==> src/opcfg_regs.svh <==
// Register offsets, field positions and reset values of the amplifier configuration bank.
`ifndef OPCFG_REGS_SVH
`define OPCFG_REGS_SVH
// ****************************************************************
// Register byte offsets
// ****************************************************************
`define OPCFG_BIAS_OFF 12'h030
`define OPCFG_CTRL_OFF 12'h054
`define OPCFG_TRIM_OFF 12'h058
`define OPCFG_MUX_OFF 12'h05C
// ****************************************************************
// Field positions and reset values
// ****************************************************************
`define OPCFG_HALVE_BIT 6
`define OPCFG_HALVE_RST 1'h1
`define OPCFG_LEVEL_HI 3
`define OPCFG_LEVEL_LO 0
`define OPCFG_LEVEL_RST 4'h7
`define OPCFG_SHORT_LO 22
`define OPCFG_FILT_LO 12
`define OPCFG_RAIL_LO 6
`define OPCFG_ON_LO 0
`define OPCFG_TRIM_HI 5
`define OPCFG_TRIM_LO 0
`define OPCFG_TAP_HI 30
`define OPCFG_TAP_LO 28
`define OPCFG_TAP_RST 3'h0
`define OPCFG_CHAIN_BIT 26
`define OPCFG_ROUTE_HI 23
`define OPCFG_ROUTE_LO 22
`define OPCFG_ROUTE_RST 2'h1
`endif

==> src/opcfg_pkg.sv <==
// Types shared by the amplifier configuration bank.
package opcfg_pkg;
  // Output route codes of amplifier 0.
  typedef enum logic [1:0] {
    OPCFG_ROUTE_OFF = 2'h0,
    OPCFG_ROUTE_MAIN = 2'h1,
    OPCFG_ROUTE_SECONDARY = 2'h2,
    OPCFG_ROUTE_BOTH = 2'h3
  } opcfg_route_e;
  // Per-amplifier filter bypass codes.
  typedef enum logic [1:0] {
    OPCFG_FILT_NONE = 2'h0,
    OPCFG_POS_PATH_FILTER_OFF = 2'h1,
    OPCFG_NEG_PATH_FILTER_OFF = 2'h2,
    OPCFG_FILT_RSVD = 2'h3
  } opcfg_filt_e;
endpackage : opcfg_pkg

==> src/opcfg_top.sv <==
// APB register bank for three amplifiers: bias, control, offset trim and amplifier 0 mux.
//
// Function
// - Bias halve bit 6, resets one
// - Bias level bits 3:0, resets 0x7
// - Filter bypass fields 17:12, codes 1/2
// - Rail input off bits 8:6
// - Amplifier enable bits 2:0
// - Six-bit sign-magnitude trim at 0x058
// - Trim resets to zero, then loads per-part calibration
// - Ladder tap select bits 30:28
// - Chain bit 26 feeds amplifier 1
// - Output route 23:22, resets to main
// - Route code 3 drives both outputs
//
// Register access over APB was chosen for this implementation.
`timescale 1ns/1ns
`include "opcfg_regs.svh"
module opcfg_top #(
  parameter int NUM_AMPS = 3
) (
  // Clock and reset.
  input wire logic pclk,
  input wire logic presetn,
  // APB slave.
  input wire logic psel,
  input wire logic penable,
  input wire logic pwrite,
  input wire logic [11:0] paddr,
  input wire logic [31:0] pwdata,
  input wire logic [3:0] pstrb,
  output logic [31:0] prdata,
  output logic pready,
  output logic pslverr,
  // Production calibration value of the trim, static from fuses.
  input wire logic [5:0] trim_calib,
  // Bias controls.
  output logic bias_halve,
  output logic [3:0] bias_level,
  // Per-amplifier controls, index is the amplifier number.
  output logic [NUM_AMPS-1:0] amp_input_short,
  output logic [NUM_AMPS-1:0] pos_path_filter_off,
  output logic [NUM_AMPS-1:0] neg_path_filter_off,
  output logic [NUM_AMPS-1:0] amp_rail_input_off,
  output logic [NUM_AMPS-1:0] amp_on,
  // Amplifier 2 trim and amplifier 0 mux.
  output logic [5:0] amp2_trim,
  output logic [2:0] ladder_tap_sel,
  output logic chain_to_next_amp,
  output logic route_main,
  output logic route_secondary
);

  // ****************************************************************
  // Register state
  // ****************************************************************
  logic bias_halve_q;
  logic [3:0] bias_level_q;
  logic [NUM_AMPS-1:0] short_q;
  logic [2*NUM_AMPS-1:0] filt_q;
  logic [NUM_AMPS-1:0] rail_q;
  logic [NUM_AMPS-1:0] on_q;
  logic [5:0] trim_q;
  logic trim_loaded_q;
  logic [2:0] tap_q;
  logic chain_q;
  opcfg_pkg::opcfg_route_e route_q;
  logic [31:0] ctrl_word;
  logic [31:0] rd_d;
  logic wr_en;
  logic rd_en;
  logic [31:0] wmask;
  logic [31:0] wval;

  // The access phase completes in one cycle, so pready is held high from the first clock after reset.
  assign wr_en = psel & penable & pwrite;
  assign rd_en = psel & ~penable & ~pwrite;
  assign wmask = {{8{pstrb[3]}}, {8{pstrb[2]}}, {8{pstrb[1]}}, {8{pstrb[0]}}};
  assign wval = pwdata & wmask;

  // Packs the control register image for readback.
  always_comb begin
    ctrl_word = 32'h0000_0000;
    ctrl_word[`OPCFG_SHORT_LO +: NUM_AMPS] = short_q;
    ctrl_word[`OPCFG_FILT_LO +: 2*NUM_AMPS] = filt_q;
    ctrl_word[`OPCFG_RAIL_LO +: NUM_AMPS] = rail_q;
    ctrl_word[`OPCFG_ON_LO +: NUM_AMPS] = on_q;
  end

  // ****************************************************************
  // Bias register
  // ****************************************************************
  // Bias fields update on a completed write; byte 0 holds both.
  always_ff @(posedge pclk or negedge presetn) begin
    if (!presetn) begin
      bias_halve_q <= `OPCFG_HALVE_RST;
      bias_level_q <= `OPCFG_LEVEL_RST;
    end else if (wr_en && paddr == `OPCFG_BIAS_OFF && pstrb[0]) begin
      bias_halve_q <= pwdata[`OPCFG_HALVE_BIT];
      bias_level_q <= pwdata[`OPCFG_LEVEL_HI:`OPCFG_LEVEL_LO];
    end
  end

  // ****************************************************************
  // Amplifier control register
  // ****************************************************************
  // Control fields take masked write data; unstrobed bytes keep old values.
  always_ff @(posedge pclk or negedge presetn) begin
    if (!presetn) begin
      short_q <= '0;
      filt_q <= '0;
      rail_q <= '0;
      on_q <= '0;
    end else if (wr_en && paddr == `OPCFG_CTRL_OFF) begin
      short_q <= (wval[`OPCFG_SHORT_LO +: NUM_AMPS] & wmask[`OPCFG_SHORT_LO +: NUM_AMPS]) |
                 (short_q & ~wmask[`OPCFG_SHORT_LO +: NUM_AMPS]);
      filt_q <= (wval[`OPCFG_FILT_LO +: 2*NUM_AMPS]) |
                (filt_q & ~wmask[`OPCFG_FILT_LO +: 2*NUM_AMPS]);
      rail_q <= (wval[`OPCFG_RAIL_LO +: NUM_AMPS]) | (rail_q & ~wmask[`OPCFG_RAIL_LO +: NUM_AMPS]);
      on_q <= (wval[`OPCFG_ON_LO +: NUM_AMPS]) | (on_q & ~wmask[`OPCFG_ON_LO +: NUM_AMPS]);
    end
  end

  // ****************************************************************
  // Offset trim register
  // ****************************************************************
  // Reset clears the trim; the first clock after release loads the calibration.
  always_ff @(posedge pclk or negedge presetn) begin
    if (!presetn) begin
      trim_q <= 6'h00;
      trim_loaded_q <= 1'b0;
    end else if (!trim_loaded_q) begin
      trim_q <= trim_calib;
      trim_loaded_q <= 1'b1;
    end else if (wr_en && paddr == `OPCFG_TRIM_OFF && pstrb[0]) begin
      trim_q <= pwdata[`OPCFG_TRIM_HI:`OPCFG_TRIM_LO];
    end
  end

  // ****************************************************************
  // Amplifier 0 mux register
  // ****************************************************************
  // Tap and chain sit in byte 3, the route in byte 2.
  always_ff @(posedge pclk or negedge presetn) begin
    if (!presetn) begin
      tap_q <= `OPCFG_TAP_RST;
      chain_q <= 1'b0;
      route_q <= opcfg_pkg::opcfg_route_e'(`OPCFG_ROUTE_RST);
    end else if (wr_en && paddr == `OPCFG_MUX_OFF) begin
      if (pstrb[3]) begin
        tap_q <= pwdata[`OPCFG_TAP_HI:`OPCFG_TAP_LO];
        chain_q <= pwdata[`OPCFG_CHAIN_BIT];
      end
      if (pstrb[2]) begin
        route_q <= opcfg_pkg::opcfg_route_e'(pwdata[`OPCFG_ROUTE_HI:`OPCFG_ROUTE_LO]);
      end
    end
  end

  // ****************************************************************
  // Read path
  // ****************************************************************
  // Selects the readback word; reserved bits and unmapped offsets read zero.
  always_comb begin
    rd_d = 32'h0000_0000;
    unique case (paddr)
      `OPCFG_BIAS_OFF: begin
        rd_d[`OPCFG_HALVE_BIT] = bias_halve_q;
        rd_d[`OPCFG_LEVEL_HI:`OPCFG_LEVEL_LO] = bias_level_q;
      end
      `OPCFG_CTRL_OFF: rd_d = ctrl_word;
      `OPCFG_TRIM_OFF: rd_d[`OPCFG_TRIM_HI:`OPCFG_TRIM_LO] = trim_q;
      `OPCFG_MUX_OFF: begin
        rd_d[`OPCFG_TAP_HI:`OPCFG_TAP_LO] = tap_q;
        rd_d[`OPCFG_CHAIN_BIT] = chain_q;
        rd_d[`OPCFG_ROUTE_HI:`OPCFG_ROUTE_LO] = route_q;
      end
      default: rd_d = 32'h0000_0000;
    endcase
  end

  // Read data is latched in the setup cycle so it comes from a flip-flop.
  always_ff @(posedge pclk or negedge presetn) begin
    if (!presetn) begin
      prdata <= 32'h0000_0000;
      pready <= 1'b0;
      pslverr <= 1'b0;
    end else begin
      pready <= 1'b1;
      pslverr <= 1'b0;
      if (rd_en) begin
        prdata <= rd_d;
      end
    end
  end

  // ****************************************************************
  // Analog control outputs
  // ****************************************************************
  // Registers every control line so outputs come straight from flip-flops.
  always_ff @(posedge pclk or negedge presetn) begin
    if (!presetn) begin
      bias_halve <= `OPCFG_HALVE_RST;
      bias_level <= `OPCFG_LEVEL_RST;
      amp_input_short <= '0;
      pos_path_filter_off <= '0;
      neg_path_filter_off <= '0;
      amp_rail_input_off <= '0;
      amp_on <= '0;
      amp2_trim <= 6'h00;
      ladder_tap_sel <= `OPCFG_TAP_RST;
      chain_to_next_amp <= 1'b0;
      route_main <= 1'b1;
      route_secondary <= 1'b0;
    end else begin
      bias_halve <= bias_halve_q;
      bias_level <= bias_level_q;
      amp_input_short <= short_q;
      for (int i = 0; i < NUM_AMPS; i++) begin
        pos_path_filter_off[i] <= filt_q[2*i] ;
        neg_path_filter_off[i] <= filt_q[2*i+1];
      end
      amp_rail_input_off <= rail_q;
      amp_on <= on_q;
      amp2_trim <= trim_q;
      ladder_tap_sel <= tap_q;
      chain_to_next_amp <= chain_q;
      route_main <= route_q[0];
      route_secondary <= route_q[1];
    end
  end

  // ****************************************************************
  // Checks
  // ****************************************************************
  AST_HALVE_OUT: assert property (@(posedge pclk) disable iff (!presetn)
    (wr_en && paddr == `OPCFG_BIAS_OFF && pstrb[0]) |=> ##1 (bias_halve == $past(pwdata[6], 2)))
    else $error("Halve output does not follow the write.");
  AST_LEVEL_OUT: assert property (@(posedge pclk) disable iff (!presetn)
    (wr_en && paddr == `OPCFG_BIAS_OFF && pstrb[0]) |=> ##1 (bias_level == $past(pwdata[3:0], 2)))
    else $error("Bias level output does not follow the write.");
  AST_SHORT_OUT: assert property (@(posedge pclk) disable iff (!presetn)
    (wr_en && paddr == `OPCFG_CTRL_OFF && pstrb[2] && pstrb[3]) |=> ##1
      (amp_input_short == $past(pwdata[24:22], 2)))
    else $error("Input short output does not follow the write.");
  AST_FILT_OUT: assert property (@(posedge pclk) disable iff (!presetn)
    (wr_en && paddr == `OPCFG_CTRL_OFF && pstrb[1] && pstrb[2]) |=> ##1
      (pos_path_filter_off[2] == $past(pwdata[16], 2) && neg_path_filter_off[0] == $past(pwdata[13], 2)))
    else $error("Filter bypass decode is wrong.");
  AST_RAIL_OUT: assert property (@(posedge pclk) disable iff (!presetn)
    (wr_en && paddr == `OPCFG_CTRL_OFF && pstrb[0] && pstrb[1]) |=> ##1
      (amp_rail_input_off == $past(pwdata[8:6], 2)))
    else $error("Rail input output does not follow the write.");
  AST_ON_OUT: assert property (@(posedge pclk) disable iff (!presetn)
    (wr_en && paddr == `OPCFG_CTRL_OFF && pstrb[0]) |=> ##1 (amp_on == $past(pwdata[2:0], 2)))
    else $error("Enable output does not follow the write.");
  AST_TRIM_CAL: assert property (@(posedge pclk) disable iff (!presetn)
    $rose(trim_loaded_q) |-> ##1 (amp2_trim == $past(trim_calib, 2)))
    else $error("Trim did not load the calibration value.");
  AST_TAP_OUT: assert property (@(posedge pclk) disable iff (!presetn)
    (wr_en && paddr == `OPCFG_MUX_OFF && pstrb[3]) |=> ##1
      (ladder_tap_sel == $past(pwdata[30:28], 2) && chain_to_next_amp == $past(pwdata[26], 2)))
    else $error("Tap or chain output does not follow the write.");
  AST_ROUTE_BOTH: assert property (@(posedge pclk) disable iff (!presetn)
    (route_q == opcfg_pkg::OPCFG_ROUTE_BOTH) |=> (route_main && route_secondary))
    else $error("Route code 3 does not drive both outputs.");
  AST_READ_RSVD: assert property (@(posedge pclk) disable iff (!presetn)
    (rd_en && paddr == `OPCFG_TRIM_OFF) |=> (prdata[31:6] == 26'h0 && prdata[5:0] == $past(trim_q)))
    else $error("Trim readback is wrong.");

endmodule : opcfg_top

==> config.mk <==
export PLATFORM = sky130hd
export DESIGN_NAME = opcfg_top
export DESIGN_NICKNAME = d
export VERILOG_FILES = /design/src/opcfg_pkg.sv /design/src/opcfg_top.sv
export VERILOG_INCLUDE_DIRS = /design/src /design/src/src
export SDC_FILE = /design/constraint.sdc
export NUM_CORES = 1
export LEC_CHECK = 0
export ABC_AREA = 1
export ABC_CLOCK_PERIOD_IN_PS = 1430
export BUFFER_PORTS_ARGS = -buffer_cell sky130_fd_sc_hd__buf_2
export CELL_PAD_IN_SITES_DETAIL_PLACEMENT = 1
export CELL_PAD_IN_SITES_GLOBAL_PLACEMENT = 1
export CORE_MARGIN = 4
export CORE_UTILIZATION = 23
export DETAILED_ROUTE_END_ITERATION = 10
export PLACE_DENSITY_LB_ADDON = 0.2
export SLEW_MARGIN = 20
export SYNTH_ARGS = -nofsm -noshare
export SYNTH_HDL_FRONTEND = slang
export SYNTH_SLANG_ARGS = --single-unit
==> constraint.sdc <==
create_clock -name pclk -period 1.43 [get_ports pclk]
set_clock_uncertainty 0.1 [all_clocks]
set_input_delay 0.2145 -clock pclk [delete_from_list [all_inputs] [get_ports pclk]]
set_output_delay 0.2145 -clock pclk [all_outputs]
set_load 0.05 [all_outputs]
==> metrics.yaml <==
firstDrtPassIters: 4
hp-class: "in2reg"
period_needed_ps: 1360
die_h_um: 132
ys_types: 28
drc_errors: 0
power_mw: 5.35
finalNonFillerCells: 669
finalMaxSlewViolations: 0
numCtsBuffers: 9
critical_path_buf_inv_count: 1
vias_per_cell: 4.10
synthCells: 347
final_antenna_net_count: 0
filler_cell_count: 1751
hold_violations: 0
port_buffers: 103
crit_family: "flip-flops"
htree_levels: 3
cp_slowest_stage_delay_ps: 530
pre_cts_ws_ps: -69.9
dp_hpwl_mm: 7.29
synth_top_cell_by_area: "dfrtp_1"
slowest_stage: "dfstp_2"
tns_ps: 0
synth_compound_area_share_pct: 5.69
synthAdderAreaFrac_pct: 0
synth_top_family_by_area: "simple AND/OR/NAND/NOR gates"
fp.dieW_um: 132
p_switching_mw: 1.28
area_delta_synth_final_pct: 34.7
synth_top_area_share_pct: 54.8
status: "finished clean"
path_max_fanout: 1
synth_area_per_cell_um2: 10.1
tritoncts: "built"
fmax_mhz: 733
arrival_ps: 1050
netSwitchingFraction_pct: 24.0
rsz0062_at_grt: "no"
synthMuxAreaShare_pct: 1.92
rows: 44
routed_wl_mm: 9.65
fin_hold_ws_ps: 12.9
tightest_slew_ps: 521
pwr-share-comb_pct: 8.1
overflow: 0
die_area_um2: 17300
cp-end-kind: "output pin"
yosys.area_share.simple_pct: 23.4
clk_pin_slew_ps: 60
num_vias: 2745
antenna_found_initial: 0
yosys_warnings: 0
p_int_mw: 4.07
grt_first_pass_wirelength_mm: 16.1
globalplace.congestion: 0.768
synthesis.area_um2: 3520
synth_xor_area_share_pct: 0
layout_common_cells: "112 x nand2_1, 96 x buf_2, 76 x dfrtp_1, 31 x nand3_1, 31 x buf_4"
setup_viol: 0
track_usage_pct: 11.7
grt_max_degree: 88
drt_iter0_drc: 84
drive_gt1_share_pct: 37.9
dp_cells: 649
wire_per_inst_um: 14.4
ios: 125
diodes: 0
power_density_nw_per_um2: 1130
vdd_drop_max_uv: 549
post-route-worst-setup-slack_ps: 65.4
reg2reg_slack_ps: 200
insertion_delay_ps: 340
final_common_cell: "nand2_1"
p_clk_share_pct: 44.7
power_frac_seq_pct: 47.2
layout_worst_path_cycle_share_pct: 95.4
yosysSeqAreaShare_pct: 62.3
p_leak_nw: 2.57
grt_pass1_vias: 3001
layout.nets: 539
maxSlewHeadroom_pct: 65.2
cts_root_buffer: "clkbuf_16"
start_util_pct: 23.8
synth_area_leaders: "dfrtp_1 55%, nand2_1 12%, dfstp_2 7.5%"
start_kind: "flop"
cp_data_required_time_ps: 1120
cts.sinks: 87
synth-seq-cells: 87
path_class: "reg2out"
core_area_um2: 14800
drv_cap: 0
cts_buffer_depth: 2
cp_cell_sequence: "buf_4"
## worst register-to-register path, stage by stage (launching register included)
cell	delay [ps]
dfrtp_2	370
buf_4	180
mux2_2	360
nand2_1	70
nand2_1	40
## cell type report
class	instances	area [µm²]	area share (%)
Timing Repair Buffer	130	763	16.1
Multi-Input combinational cell	224	1130	24.0
Clock inverter	5	56.3	1.19
Inverter	28	106	2.25
Sequential cell	87	2190	46.3
Clock buffer	11	253	5.34
Tap cell	184	230	4.86
## kinds of logic (layout without fill, tap and decap cells)
family	count (synthesis)	count (layout)
and+or+nand+nor	170	170
AOI/OAI and AO/OA	36	36
muxes	6	6
DFF	87	87
buffers and inverters	46	174
other	2	12
## worst paths after layout
kind / cells past startpoint / to / start
min: 3 / flop / pwdata[7]
min reg2reg: 0 / route_main / route_q[0]
max in group asynchronous: 3 / asynchronous set/reset pin / presetn
max reg2reg: 4 / trim_q[5] / pready
min in group asynchronous: 3 / neg_path_filter_off[2] / presetn
max: 1 / route_main / route_main
## Yosys cell counts
library cell	n
nor2_8	1
nor2_4	1
clkbuf_1	2
inv_2	2
buf_1	1
nand4_1	3
clkinv_2	1
o21ai_0	26
nand2_4	2
dfstp_2	10
nor2_1	7
nand2_2	3
inv_1	25
buf_4	12
nand4_4	3
buf_6	1
o21ai_1	8
nand3_1	31
dfrtp_1	77
buf_2	2
nand2_1	112
o21ai_2	1
conb_1	2
nand3_4	1
nor2_2	5
mux2_2	6
o31ai_4	1
nor3_4	1
## power groups by stage
| stage | logic [mW] | registers (mW) | clock network (mW) |
|---|---|---|---|
| 2_1_floorplan | 0.182 | 2.64 | 0 |
| 3_3_place_gp | 0.420 | 2.58 | 0 |
| 3_5_place_dp | 0.426 | 2.58 | 0 |
| 4_1_cts | 0.444 | 2.53 | 2.49 |
| 5_1_grt | 0.479 | 2.53 | 2.61 |
| 6_report | 0.432 | 2.53 | 2.39 |
## metrics by stage
step,area (µm²),utilization [%]
after floorplan,3560,-
after global placement,4380,29.7
after detailed placement,4380,29.7
after CTS,4730,32.1
after global routing,4730,32.1
final,4730,32.1
## layer usage
metal  track usage (%)  share of wire, %
met1              14.9                44
met4              4.38               1.5
met2              19.2                49
met3              2.98               4.9
met5                 0                 0
## repair_timing
item,CTS,global route
gates resized for setup,6,0
endpoints found under the hold margin,77,0
setup endpoints to repair,6,0
buffers inserted,3,0
hold buffers,1,0
(Power assumes the default switching activity.)
